==> config.mk <==
export PLATFORM = sky130hd
export DESIGN_NAME = stm_timer
export DESIGN_NICKNAME = d
export VERILOG_FILES = /design/src/stm_pkg.sv /design/src/stm_timer.sv
export VERILOG_INCLUDE_DIRS = /design/src
export SDC_FILE = /design/constraint.sdc
export NUM_CORES = 1
export LEC_CHECK = 0
export BUFFER_PORTS_ARGS = -buffer_cell sky130_fd_sc_hd__buf_2
export CORE_UTILIZATION = 56
export CTS_CLUSTER_SIZE = 40
export DETAILED_ROUTE_END_ITERATION = 7
export PLACE_DENSITY_LB_ADDON = 0.12
export SETUP_SLACK_MARGIN = 0.2
export SLEW_MARGIN = 20
export SYNTH_ARGS = -nofsm -noshare
export SYNTH_HDL_FRONTEND = slang
export SYNTH_SLANG_ARGS = --single-unit
==> constraint.sdc <==
create_clock -name SYS_CLK -period 2.3 [get_ports SYS_CLK]
set_input_delay 0.23 -clock SYS_CLK [delete_from_list [all_inputs] [get_ports SYS_CLK]]
set_output_delay 0.23 -clock SYS_CLK [all_outputs]
set_load 0.01 [all_outputs]
==> src/stm_regs.svh <==
`ifndef STM_REGS_SVH
`define STM_REGS_SVH

// Register indices on the byte-wide port
`define STM_ADDR_CTRL0      3'h0
`define STM_ADDR_CTRL1      3'h1
`define STM_ADDR_CNT_LO     3'h2
`define STM_ADDR_CNT_HI     3'h3
`define STM_ADDR_CMPA_LO    3'h4
`define STM_ADDR_CMPA_HI    3'h5
`define STM_ADDR_PERIOD     3'h6
`define STM_ADDR_FLAGS      3'h7

// Control 0 fields
`define STM_C0_PAUSE        7
`define STM_C0_ENABLE       3
// Control 1 fields
`define STM_C1_MODE_HI      7
`define STM_C1_MODE_LO      6
`define STM_C1_ACT_HI       5
`define STM_C1_ACT_LO       4
`define STM_C1_OUTCTL       3
`define STM_C1_POL          2
`define STM_C1_SWAP         1
`define STM_C1_CLRSEL       0
// Flag register fields
`define STM_FL_A            0
`define STM_FL_P            1

`define STM_RESET_BYTE      8'h00
`define STM_RESET_WORD      16'h0000
`define STM_CNT_MAX         16'hFFFF
`define STM_CNT_ONE         16'h0001
`define STM_LOW_BYTE        8'h00

`endif

==> src/stm_pkg.sv <==
package stm_pkg;
	typedef enum logic [1:0] {
		STM_MODE_CMP = 2'h0,
		STM_MODE_CAP = 2'h1,
		STM_MODE_PWM = 2'h2,
		STM_MODE_TMR = 2'h3
	} stm_mode_t;
	typedef enum logic [1:0] {
		STM_ACT_0 = 2'h0,
		STM_ACT_1 = 2'h1,
		STM_ACT_2 = 2'h2,
		STM_ACT_3 = 2'h3
	} stm_act_t;
endpackage

==> src/stm_timer.sv <==
// Behaviour
// - Clear-select zero: period match or overflow clears the counter.
// - Overflow at FFFF clears the counter in every mode, whatever the period register holds.
// - Clear-select ignored in PWM and capture modes.
// - Counter readable as two read-only bytes, zero after reset.
// - Compare A held in two read/write bytes, reset zero.
// - Period compares counter bits 15..8; zero means 65536 counter ticks.
// - Mode 00 is compare-match; clears by overflow, A or P match.
// - Compare-match, clear-select zero: both A and P flags set.
// - Clear-select one: A match clears, only A flag, never P.
// - Compare A zero: counter overflows at FFFF without A flag.
// - In compare-match mode, apart from enable rising, pin changes only on an A match that sets the A flag.
// - Pin action high, low, toggle or none on A match.
// - Enable rising edge returns pin to output-control level.
// - Mode 11 behaves like compare-match but drives no pin.
// - Swap bit chooses which register sets period and which duty.
// - In PWM, A flag on A match, P flag on period match.
// - Swap zero: period match clears counter; duty is compare A.
// - Duty at or above period gives a 100 percent output.
// - Swap one: period from compare A, duty from period register.
// - Polarity inverts pin; in PWM output-control picks active level.
// - PWM counting continues while pin is forced.
// - Compare-match action: 00 none, 01 low, 10 high, 11 toggle.
// - Enable rising clears counter; falling holds its value.
// - PWM action: 00 inactive, 01 active, 10 PWM, 11 holds the output-control level set on enable rising.
// - Output-control 0 active low, 1 active high in PWM.
`timescale 1ns/1ps
`default_nettype none
`include "stm_regs.svh"

module stm_timer #(
	parameter int CNT_DIV = 4
) (
	input  wire logic       SYS_CLK,
	input  wire logic       RESET_N,
	input  wire logic [2:0] ADDR,
	input  wire logic [7:0] WDATA,
	input  wire logic       WR,
	input  wire logic       RD,
	output var  logic [7:0] RDATA,
	output var  logic       TIMER_OUTPUT_PIN,
	output var  logic       PIN_DRIVE_EN_N,
	output var  logic       COMPARE_A_FLAG,
	output var  logic       PERIOD_MATCH_FLAG
);
	logic        rst_s1_reg;
	logic        rst_n;
	logic [7:0]  ctrl0_reg;
	logic [7:0]  ctrl1_reg;
	logic [15:0] cmpa_reg;
	logic [7:0]  period_reg;
	logic [15:0] cnt_reg;
	logic [15:0] cnt_next;
	logic [15:0] cnt_inc;
	logic        en_d_reg;
	logic        wave_reg;
	logic        fa_reg;
	logic        fp_reg;
	logic [7:0]  rdata_next;
	logic [$clog2(CNT_DIV+1)-1:0] div_reg;
	logic        tick;
	logic        enable;
	logic        en_rise;
	logic        match_a;
	logic        match_p;
	logic        overflow;
	logic        set_a;
	logic        set_p;
	logic        clear_cnt;
	logic        duty_hit;
	logic        wr_flags;
	logic        pin_next;
	stm_pkg::stm_mode_t mode;
	stm_pkg::stm_act_t  act;

	// Every flop leaves reset on the same edge; a raw release could split the state
	always_ff @(posedge SYS_CLK or negedge RESET_N) begin
		if (!RESET_N) begin
			rst_s1_reg <= 1'b0;
			rst_n      <= 1'b0;
		end else begin
			rst_s1_reg <= 1'b1;
			rst_n      <= rst_s1_reg;
		end
	end

	assign mode    = stm_pkg::stm_mode_t'({ctrl1_reg[`STM_C1_MODE_HI], ctrl1_reg[`STM_C1_MODE_LO]});
	assign act     = stm_pkg::stm_act_t'({ctrl1_reg[`STM_C1_ACT_HI], ctrl1_reg[`STM_C1_ACT_LO]});
	assign enable  = ctrl0_reg[`STM_C0_ENABLE];
	assign en_rise = enable && !en_d_reg;
	assign wr_flags = WR && (ADDR == `STM_ADDR_FLAGS);

	// Count clock enable from a divider of the system clock
	always_ff @(posedge SYS_CLK or negedge rst_n) begin
		if (!rst_n) begin
			div_reg <= '0;
		end else if (div_reg == ($clog2(CNT_DIV+1))'(CNT_DIV - 1)) begin
			div_reg <= '0;
		end else begin
			div_reg <= div_reg + 1'b1;
		end
	end
	assign tick = (div_reg == ($clog2(CNT_DIV+1))'(CNT_DIV - 1));

	// Register writes
	always_ff @(posedge SYS_CLK or negedge rst_n) begin
		if (!rst_n) begin
			ctrl0_reg  <= `STM_RESET_BYTE;
			ctrl1_reg  <= `STM_RESET_BYTE;
			cmpa_reg   <= `STM_RESET_WORD;
			period_reg <= `STM_RESET_BYTE;
		end else if (WR) begin
			case (ADDR)
				`STM_ADDR_CTRL0: begin
					ctrl0_reg <= {WDATA[7:3], 3'h0};
				end
				`STM_ADDR_CTRL1: begin
					ctrl1_reg <= WDATA;
				end
				`STM_ADDR_CMPA_LO: begin
					cmpa_reg[7:0] <= WDATA;
				end
				`STM_ADDR_CMPA_HI: begin
					cmpa_reg[15:8] <= WDATA;
				end
				`STM_ADDR_PERIOD: begin
					period_reg <= WDATA;
				end
				default: begin
				end
			endcase
		end
	end

	// Comparators look at the next count, so a value of N gives exactly N ticks
	assign cnt_inc  = cnt_reg + `STM_CNT_ONE;
	assign match_a  = (cnt_inc == cmpa_reg) && (cmpa_reg != `STM_RESET_WORD);
	assign match_p  = (cnt_inc[15:8] == period_reg) && (cnt_inc[7:0] == `STM_LOW_BYTE)
		&& (period_reg != `STM_RESET_BYTE);
	assign overflow = (cnt_reg == `STM_CNT_MAX);

	always_comb begin
		set_a     = 1'b0;
		set_p     = 1'b0;
		clear_cnt = 1'b0;
		case (mode)
			stm_pkg::STM_MODE_CMP, stm_pkg::STM_MODE_TMR: begin
				set_a = match_a;
				if (ctrl1_reg[`STM_C1_CLRSEL]) begin
					clear_cnt = match_a || overflow;
				end else begin
					set_p     = match_p;
					clear_cnt = match_p || overflow;
				end
			end
			stm_pkg::STM_MODE_PWM: begin
				// Clear-select plays no part here
				// A wrap restarts the period too, so a zero value still gives 65536 ticks
				set_a = match_a;
				set_p = match_p;
				if (ctrl1_reg[`STM_C1_SWAP]) begin
					clear_cnt = match_a || overflow;
				end else begin
					clear_cnt = match_p || overflow;
				end
			end
			default: begin
				set_p     = match_p;
				clear_cnt = match_p || overflow;
			end
		endcase
	end

	// Overflow wraps to zero which covers the all-zero period case
	always_comb begin
		if (clear_cnt) begin
			cnt_next = `STM_RESET_WORD;
		end else begin
			cnt_next = cnt_inc;
		end
	end

	always_ff @(posedge SYS_CLK or negedge rst_n) begin
		if (!rst_n) begin
			cnt_reg  <= `STM_RESET_WORD;
			en_d_reg <= 1'b0;
		end else begin
			en_d_reg <= enable;
			if (en_rise) begin
				cnt_reg <= `STM_RESET_WORD;
			end else if (enable && tick && !ctrl0_reg[`STM_C0_PAUSE]) begin
				cnt_reg <= cnt_next;
			end
		end
	end

	wire step = enable && tick && !ctrl0_reg[`STM_C0_PAUSE] && !en_rise;

	// Flags: a hardware set beats a same-cycle software clear
	always_ff @(posedge SYS_CLK or negedge rst_n) begin
		if (!rst_n) begin
			fa_reg <= 1'b0;
			fp_reg <= 1'b0;
		end else begin
			fa_reg <= (step && set_a) || (fa_reg && !(wr_flags && WDATA[`STM_FL_A]));
			fp_reg <= (step && set_p) || (fp_reg && !(wr_flags && WDATA[`STM_FL_P]));
		end
	end

	// Duty reached when counter hits duty; zero duty in swap mode means 65536
	always_comb begin
		if (ctrl1_reg[`STM_C1_SWAP]) begin
			duty_hit = match_p;
		end else begin
			duty_hit = match_a;
		end
	end

	// Waveform level: 1 means active. Duty >= period never hits before clear.
	always_ff @(posedge SYS_CLK or negedge rst_n) begin
		if (!rst_n) begin
			wave_reg <= 1'b0;
		end else if (en_rise) begin
			wave_reg <= 1'b1;
		end else if (step) begin
			if (clear_cnt) begin
				wave_reg <= 1'b1;
			end else if (duty_hit) begin
				wave_reg <= 1'b0;
			end
		end
	end

	// Pin level before polarity
	logic pin_reg;
	always_comb begin
		pin_next = pin_reg;
		if (en_rise) begin
			pin_next = ctrl1_reg[`STM_C1_OUTCTL];
		end else if (mode == stm_pkg::STM_MODE_CMP && step && set_a) begin
			case (act)
				stm_pkg::STM_ACT_1: pin_next = 1'b0;
				stm_pkg::STM_ACT_2: pin_next = 1'b1;
				stm_pkg::STM_ACT_3: pin_next = !pin_reg;
				default:            pin_next = pin_reg;
			endcase
		end
	end

	always_ff @(posedge SYS_CLK or negedge rst_n) begin
		if (!rst_n) begin
			pin_reg <= 1'b0;
		end else begin
			pin_reg <= pin_next;
		end
	end

	// Output stage; PWM levels use the active level from output control
	logic pin_level;
	always_comb begin
		case (mode)
			stm_pkg::STM_MODE_PWM: begin
				case (act)
					stm_pkg::STM_ACT_0: pin_level = !ctrl1_reg[`STM_C1_OUTCTL];
					stm_pkg::STM_ACT_1: pin_level = ctrl1_reg[`STM_C1_OUTCTL];
					stm_pkg::STM_ACT_2: pin_level = wave_reg ~^ ctrl1_reg[`STM_C1_OUTCTL] ? 1'b1 : 1'b0;
					default:            pin_level = pin_reg;
				endcase
			end
			default: pin_level = pin_reg;
		endcase
	end

	always_ff @(posedge SYS_CLK or negedge rst_n) begin
		if (!rst_n) begin
			TIMER_OUTPUT_PIN <= 1'b0;
			PIN_DRIVE_EN_N   <= 1'b1;
		end else begin
			TIMER_OUTPUT_PIN <= pin_level ^ ctrl1_reg[`STM_C1_POL];
			// Timer mode releases the pin for other uses
			PIN_DRIVE_EN_N <= (mode == stm_pkg::STM_MODE_TMR)
				|| (mode == stm_pkg::STM_MODE_CAP);
		end
	end

	always_ff @(posedge SYS_CLK or negedge rst_n) begin
		if (!rst_n) begin
			COMPARE_A_FLAG    <= 1'b0;
			PERIOD_MATCH_FLAG <= 1'b0;
		end else begin
			COMPARE_A_FLAG    <= fa_reg;
			PERIOD_MATCH_FLAG <= fp_reg;
		end
	end

	// Read port
	always_comb begin
		case (ADDR)
			`STM_ADDR_CTRL0:   rdata_next = ctrl0_reg;
			`STM_ADDR_CTRL1:   rdata_next = ctrl1_reg;
			`STM_ADDR_CNT_LO:  rdata_next = cnt_reg[7:0];
			`STM_ADDR_CNT_HI:  rdata_next = cnt_reg[15:8];
			`STM_ADDR_CMPA_LO: rdata_next = cmpa_reg[7:0];
			`STM_ADDR_CMPA_HI: rdata_next = cmpa_reg[15:8];
			`STM_ADDR_PERIOD:  rdata_next = period_reg;
			default:           rdata_next = {6'h0, fp_reg, fa_reg};
		endcase
	end

	always_ff @(posedge SYS_CLK or negedge rst_n) begin
		if (!rst_n) begin
			RDATA <= `STM_RESET_BYTE;
		end else if (RD) begin
			RDATA <= rdata_next;
		end else begin
			RDATA <= `STM_RESET_BYTE;
		end
	end

	// Assertions
	cnt_clear_a: assert property (@(posedge SYS_CLK) disable iff (!rst_n)
		en_rise |=> cnt_reg == `STM_RESET_WORD)
		else $error("counter not cleared");

	hold_off_a: assert property (@(posedge SYS_CLK) disable iff (!rst_n)
		!enable && !$rose(enable) |=> $stable(cnt_reg))
		else $error("counter moved while off");

	no_pflag_a: assert property (@(posedge SYS_CLK) disable iff (!rst_n)
		mode != stm_pkg::STM_MODE_PWM && mode != stm_pkg::STM_MODE_CAP
		&& ctrl1_reg[`STM_C1_CLRSEL] && !fp_reg |=> !fp_reg)
		else $error("P flag with clear-select one");

	zero_a_a: assert property (@(posedge SYS_CLK) disable iff (!rst_n)
		cmpa_reg == `STM_RESET_WORD && !fa_reg && !$past(wr_flags) |=> !fa_reg)
		else $error("A flag with zero compare");

	aflag_set_a: assert property (@(posedge SYS_CLK) disable iff (!rst_n)
		step && match_a && mode == stm_pkg::STM_MODE_CMP |=> fa_reg)
		else $error("A flag missed");

	pin_init_a: assert property (@(posedge SYS_CLK) disable iff (!rst_n)
		en_rise |=> pin_reg == $past(ctrl1_reg[`STM_C1_OUTCTL]))
		else $error("pin not reset");

	pclear_a: assert property (@(posedge SYS_CLK) disable iff (!rst_n)
		step && match_p && mode == stm_pkg::STM_MODE_CMP && !ctrl1_reg[`STM_C1_CLRSEL]
		|=> cnt_reg == `STM_RESET_WORD)
		else $error("period clear missed");

	pin_hold_a: assert property (@(posedge SYS_CLK) disable iff (!rst_n)
		mode == stm_pkg::STM_MODE_CMP && !en_rise && !(step && set_a) |=> $stable(pin_reg))
		else $error("pin changed without A match");

	pwm_pflag_a: assert property (@(posedge SYS_CLK) disable iff (!rst_n)
		step && match_p && mode == stm_pkg::STM_MODE_PWM |=> fp_reg)
		else $error("P flag missed in PWM");

	pin_release_a: assert property (@(posedge SYS_CLK) disable iff (!rst_n)
		mode == stm_pkg::STM_MODE_TMR |=> PIN_DRIVE_EN_N)
		else $error("pin driven in timer mode");

	wave_restart_a: assert property (@(posedge SYS_CLK) disable iff (!rst_n)
		step && clear_cnt && mode == stm_pkg::STM_MODE_PWM |=> wave_reg)
		else $error("waveform not active after clear");

	force_active_a: assert property (@(posedge SYS_CLK) disable iff (!rst_n)
		mode == stm_pkg::STM_MODE_PWM && act == stm_pkg::STM_ACT_1
		|=> TIMER_OUTPUT_PIN
			== ($past(ctrl1_reg[`STM_C1_OUTCTL]) ^ $past(ctrl1_reg[`STM_C1_POL])))
		else $error("forced active level wrong");

	count_step_a: assert property (@(posedge SYS_CLK) disable iff (!rst_n)
		step && !clear_cnt |=> cnt_reg == $past(cnt_reg) + `STM_CNT_ONE)
		else $error("counter did not advance");

	rdata_idle_a: assert property (@(posedge SYS_CLK) disable iff (!rst_n)
		!RD |=> RDATA == `STM_RESET_BYTE)
		else $error("read data outside read cycle");
endmodule
`default_nettype wire

## Word level (Yosys, flattened, before mapping)

Index checks and enable logic that the tools add are counted.
Widths: inputs -> output; s select.

| operators by class | value |
|---|---|
| reductions and logical operators | 48 |
| multiplexer cells | 23 |
| eq/ne operators | 17 |
| $add $sub $neg | 2 |
| bitwise operators | 2 |

Operators with widths:

| operator | count |
|---|---|
| $pmux 8 s7 | 1 |
| $mux 16 | 3 |
| $add 16x1->16 const B | 1 |
| $eq 16x16->1 | 1 |
| $eq 16x16->1 const B | 1 |
| $logic_and 1x1->1 | 16 |
| $reduce_bool 16->1 | 1 |
| $mux 1 | 14 |
| $reduce_and 2->1 | 7 |
| $eq 3x3->1 const B | 4 |
| $eq 3x2->1 const B | 3 |
| $eq 2x2->1 const B | 4 |
| $eq 8x8->1 | 1 |
| $logic_not 8->1 | 1 |
| $mux 8 | 1 |
| $reduce_bool 8->1 | 1 |
| $logic_not 1->1 | 7 |
| $pmux 1 s3 | 2 |
| $reduce_bool 2->1 | 3 |
| $logic_or 1x1->1 | 5 |
| $eq 2x1->1 const B | 2 |
| $logic_not 2->1 | 2 |
| $reduce_bool 4->1 | 1 |
| $add 3x1->3 const B | 1 |
| 9 further kinds | 9 |

| storage, ports and cells | value |
|---|---|
| output and inout bits | 12 |
| input port bits | 15 |
| logic and storage cells | 111 |
| register bits | 75 |

## Longest topological paths before layout

| logic depth | value |
|---|---|
| depth in word-level cells | 10 |
| mapped depth | 12 |
| mapped depth without buffers | 9 |

## Worst setup path after synthesis

OpenSTA, ideal clock, no wires.

| timing | value |
|---|---|
| kind | reg-to-reg |
| start point | reg cnt_reg[1] |
| end point | reg cnt_reg[11] |
| stages on the path, launching flop included | 13 |
| slack | -0.711 ns |
| data required time | 2.171 ns |
| arrival | 2.882 ns |
| path buffers | 3 |
| setup time | 0.129 ns |
| cell sequence | dfrtp_1 -> ha_1 -> nand3_1 -> clkbuf_1 -> o21ai_0 -> nand4_1 -> a2111oi_0 -> nand4_1 -> or4_1 -> buf_6 -> buf_8 -> a32oi_1 -> o31ai_1 |

| between the ends | value |
|---|---|
| word-level cells in the longest chain between the ends | 10 |
| elaborated cells between the ends (all ways) | 16 |
| classes of those cells | 1 x add/sub; 3 x eq/ne; 6 x mux; 6 x reduce/logical |

Ends and longest elaborated chain:

| what | line | text |
|---|---|---|
| start: declaration | stm_timer.sv:52 | `logic [15:0] cnt_reg;` |
| start signal: assignment | stm_timer.sv:185 | `` cnt_reg <= `STM_RESET_WORD; `` |
| start signal: assignment | stm_timer.sv:190 | `` cnt_reg <= `STM_RESET_WORD; `` |
| start signal: assignment | stm_timer.sv:192 | `cnt_reg <= cnt_next;` |
| $add 16x1->16 (no line) | n/a |  |
| $eq 8x8->1 / $logic_not 8->1 (equally long branches) | n/a |  |
| $logic_and 1x1->1 (2 in series) | stm_timer.sv:138 | `` assign match_p = (cnt_inc[15:8] == period_reg) && (cnt_inc[7:0] == `STM_LOW_BYTE) `` |
| $logic_or 1x1->1 | stm_timer.sv:153, stm_timer.sv:164, stm_timer.sv:169 |  |
| $mux 1, on equally long branches | stm_timer.sv:161, stm_timer.sv:149 |  |
| $pmux 1 s2 | stm_timer.sv:146 | `case (mode)` |
| $mux 16 * | stm_timer.sv:176 | `if (clear_cnt) begin` |
| $mux 16 * | stm_timer.sv:191 | `` end else if (enable && tick && !ctrl0_reg[`STM_C0_PAUSE]) begin `` |
| $mux 16 * | stm_timer.sv:189 | `if (en_rise) begin` |

Every way passes the cells marked *; elsewhere a longest branch is shown, timed or not. The select of a mux whose other input is x is not followed.
A chain may end at the register's enable or synchronous reset.

## Final worst setup path

| timing | value |
|---|---|
| start point | reg cnt_reg[1] |
| end point | reg cnt_reg[9] |

The elaborated chain is that of the path after synthesis.

==> results.rst <==
.. list-table::
   :header-rows: 1

   * - Metric
     - Value
   * - Count of buffers inserted at the top-level ports
     - 26
   * - Row count
     - 32
   * - Final critical path time including I/O delays and setup
     - approximately 2.9 ns
   * - Final instance count without filler cells
     - between 700 and 800
   * - Power density relative to cell area
     - 917 nW/um^2
   * - Drt pass-1 iters
     - 5
   * - Synth top area share
     - 0.397
   * - Result of the run
     - finished with violations
   * - Multiplexer share of the synthesized area
     - 0.118
   * - Synthesis-stage register bit count
     - 75
   * - Number of diodes added for antenna fixing
     - 0
   * - Boundary Pins
     - 27
   * - Crit path launch type
     - register
   * - Setup_tns
     - -9.84 ns
   * - Max-Slew Margin vs Limit
     - 0.524
   * - Post-Synthesis Mean Instance Area
     - between 9 and 10 um^2
   * - Root buffer cell
     - sky130_fd_sc_hd__clkbuf_8
   * - Endpoints failing hold
     - 0
   * - Static leakage
     - approximately 0.0027 uW
   * - Highest clock frequency the design can meet
     - roughly 350 MHz
   * - Unrepaired setup endpoints after global routing
     - yes
   * - Max Clock Skew
     - approximately 0.012 ns
   * - Combinational family with the most area after synthesis
     - simple AND/OR/NAND/NOR gates
   * - Wire length after detailed routing
     - around 15 mm
   * - Layout cells sized above 1
     - 0.383
   * - Vias in the first global route
     - between 4000 and 5000
   * - Number of violations reported at the end of detailed-routing iteration 0
     - approximately 430
   * - Count of flip-flops with a built-in enable after synthesis
     - 0
   * - Max-cap viol count
     - 0
   * - Depth of the CTS H-tree
     - 3
   * - Detail-routed net length per standard cell
     - around 21 um
   * - Clock tree from TritonCTS
     - done
   * - Antenna violations before repair
     - 0
   * - Net count reported at finish
     - about 640
   * - Final cell area excluding filler cells
     - 6140 um^2
   * - Share of the yosys chip area belonging to registers
     - 0.403
   * - Total half-perimeter wirelength after legalization and detailed placement
     - roughly 11 mm
   * - GRT Total Usage
     - 0.354
   * - Critical path data required time
     - between 2 and 3 ns
   * - Min-Delay Path Class
     - in -> reg
   * - Synthesized-area fraction occupied by xor and xnor cells
     - 0.0499
   * - Part of the cycle the worst path needs
     - 1.25
   * - Share of synthesized cell area in full adder, half adder and majority cells
     - 0.0269
   * - Basic-gate share of the synthesized area counting and, or, nand and nor cells
     - 0.192
   * - Maximum VDD drop
     - slightly above 0.0005 V
   * - Category of the critical setup timing path
     - reg -> reg
   * - Number of buffers between clock root and the deepest sink
     - 2
   * - Inst Count DP
     - between 600 and 700
   * - Transition at the pin with the smallest max-transition slack
     - between 0.7 and 0.8 ns
   * - Number of max-slew violations in the final report
     - 0
   * - Maximum number of pins on one net before global-route repair
     - 31
   * - Average vias per placed instance
     - about 6.4
   * - Initial cell density of the core
     - 0.591
   * - Compound-cell area share of the yosys netlist
     - 0.156
   * - Cell type with the largest total area after synthesis
     - sky130_fd_sc_hd__dfrtp_1
   * - Die Ht
     - 93.2 um
   * - CP Capture Type
     - register
   * - Via count
     - 4620
   * - Global-route wire length before repair
     - approximately 23 mm
   * - Maximum fanout along the worst path
     - 16
   * - Post-layout util
     - 0.778
   * - Number of clock sinks
     - 75
   * - Final-layout fill cell count
     - between 500 and 600
   * - Setup WS post-layout
     - -0.564 ns
   * - Synth-to-layout area growth
     - 31.7%
   * - Clock-pin slew on the worst setup and hold paths
     - 0.09 ns
   * - Detail Route Antenna Nets
     - 0
   * - Async set-or-reset flop fraction in the synthesized netlist
     - 1.00
   * - Total standard cell area after synthesis
     - 4660 um^2
   * - R2r setup slk
     - -0.56 ns
   * - Placeable core area
     - 7890 um^2
   * - Yosys Warn Count
     - 0
   * - Detailed-route DRC error count
     - 0
   * - Clock insertion delay at the later pin of the skew report
     - 0.36 ns
   * - Violated checks
     - negative setup slack
   * - Synth cell types
     - between 60 and 70
   * - Placed cell area
     - approximately 5600 um^2
   * - TritonCTS buffer count
     - 9
   * - Most area-consuming cells after synthesis
     - sky130_fd_sc_hd__dfrtp_1 (40%), sky130_fd_sc_hd__mux2_2 (8.9%), sky130_fd_sc_hd__nand2_1 (3.4%)
   * - Critical path data arrival time
     - around 3.1 ns
   * - Number of instances in the synthesized netlist
     - 491
   * - Top_reg_cell synth
     - sky130_fd_sc_hd__dfrtp_1
   * - Remaining global-route overflow
     - 0
   * - Total setup violations reported at the end of the flow
     - 20
   * - Post-Synthesis Net Count
     - approximately 520
   * - DIE AREA
     - 8690 um^2
   * - Horizontal die dimension
     - between 90 and 100 um
   * - Placer congestion estimate
     - roughly 0.98
## worst max-delay path, stage by stage (launching register included)
cell and delay (ns):
sky130_fd_sc_hd__dfrtp_2 0.41, sky130_fd_sc_hd__buf_6 0.13, sky130_fd_sc_hd__nand4_4 0.15, sky130_fd_sc_hd__or4b_4 0.58, sky130_fd_sc_hd__xor2_1 0.16, sky130_fd_sc_hd__mux2i_1 0.17
sky130_fd_sc_hd__o2111ai_2 0.14, sky130_fd_sc_hd__or4_4 0.56, sky130_fd_sc_hd__buf_12 0.17, sky130_fd_sc_hd__a31oi_2 0.19, sky130_fd_sc_hd__o22ai_1 0.09
## where the power goes
part           internal, uW  switching [uW]
Sequential             1620             305
Clock                   542             550
Combinational          1250            1360
## area by class of cell
cell class                 instances  area [um^2]  area share
tap                              102          128      0.0208
inverter                          21         78.8      0.0128
multi-input combinational        362         2740       0.446
timing repair buffer             145         1090       0.178
sequential                        75         1890       0.307
clock inverter                     6         73.8      0.0120
clock buffer                      10          138      0.0224
## through the flow
step | hold slack [ns] | total power, uW | worst slack, ns
2_1_floorplan | -0.0656 | 3260 | -0.514
4_1_cts | 0.114 | 5390 | -0.454
3_5_place_dp | 0.0165 | 4260 | -0.615
3_3_place_gp | 0.0140 | 4190 | -0.521
6_report | 0.121 | 5630 | -0.564
5_1_grt | 0.139 | 5890 | -0.682
## synthesized netlist by cell type (all sizes together), types with 10 or more instances
master,n
buf,13
o21ai,27
dfrtp,74
o22ai,15
nor2,24
mux2,37
a21oi,10
inv,21
nor4,11
clkbuf,20
nand2,42
xnor2,15
ha,10
nor3,11
nand3,19
nand4,10
a31oi,17
## layer usage
layer | share of wire | track usage
met5 | 0 | 0
met2 | 0.46 | 0.545
met4 | 0.036 | 0.137
met1 | 0.42 | 0.471
met3 | 0.090 | 0.102
## placed cells by master (no fill, tap or decap), types with 6 or more instances in the layout
cell type	n
sky130_fd_sc_hd__buf_4	107
sky130_fd_sc_hd__o21ai_0	24
sky130_fd_sc_hd__nand4_1	9
sky130_fd_sc_hd__a31oi_1	16
sky130_fd_sc_hd__dfrtp_2	6
sky130_fd_sc_hd__mux2_2	37
sky130_fd_sc_hd__nand2b_1	7
sky130_fd_sc_hd__buf_2	26
sky130_fd_sc_hd__a22oi_1	6
sky130_fd_sc_hd__a21oi_1	8
sky130_fd_sc_hd__nor3_1	10
sky130_fd_sc_hd__nand3_1	15
sky130_fd_sc_hd__nor4_1	8
sky130_fd_sc_hd__xor2_1	9
sky130_fd_sc_hd__inv_1	21
sky130_fd_sc_hd__nor2b_1	9
sky130_fd_sc_hd__clkbuf_8	10
sky130_fd_sc_hd__dfrtp_1	68
sky130_fd_sc_hd__ha_1	9
sky130_fd_sc_hd__xnor2_1	13
sky130_fd_sc_hd__nor2_1	23
sky130_fd_sc_hd__buf_6	8
sky130_fd_sc_hd__o22ai_1	15
sky130_fd_sc_hd__nand2_1	41
sky130_fd_sc_hd__or3_1	6
sky130_fd_sc_hd__mux2i_1	9
## timing repair
item,in CTS,in global routing
resized for setup,18,29
cloned,0,0
setup buffers,7,8
hold endpoints to repair,2,0
setup endpoints to repair,20,20
hold buffers,1,0
pin swaps,6,15
## kinds of logic after synthesis
kind of cell	count (synthesis)
adder cells (fa/ha/maj)	10
AND/OR/NAND/NOR	168
XOR/XNOR	25
multiplexers	48
buffers and inverters	54
other	1
flip-flops	75
AO/OA/AOI/OAI	110
## worst paths after layout
check | startpoint | to | cells past startpoint
min in group asynchronous | RESET_N | rst_s1_reg | 2
worst min register to register | rst_n | ctrl0_reg[4] | 0
max in group asynchronous | rst_n | cnt_reg[2] | 1
worst min-delay path | RD | RDATA[1] | 3
worst max register to register | cnt_reg[1] | cnt_reg[9] | 10
worst max-delay path | cnt_reg[1] | cnt_reg[9] | 10
(Power assumes the default switching activity.)
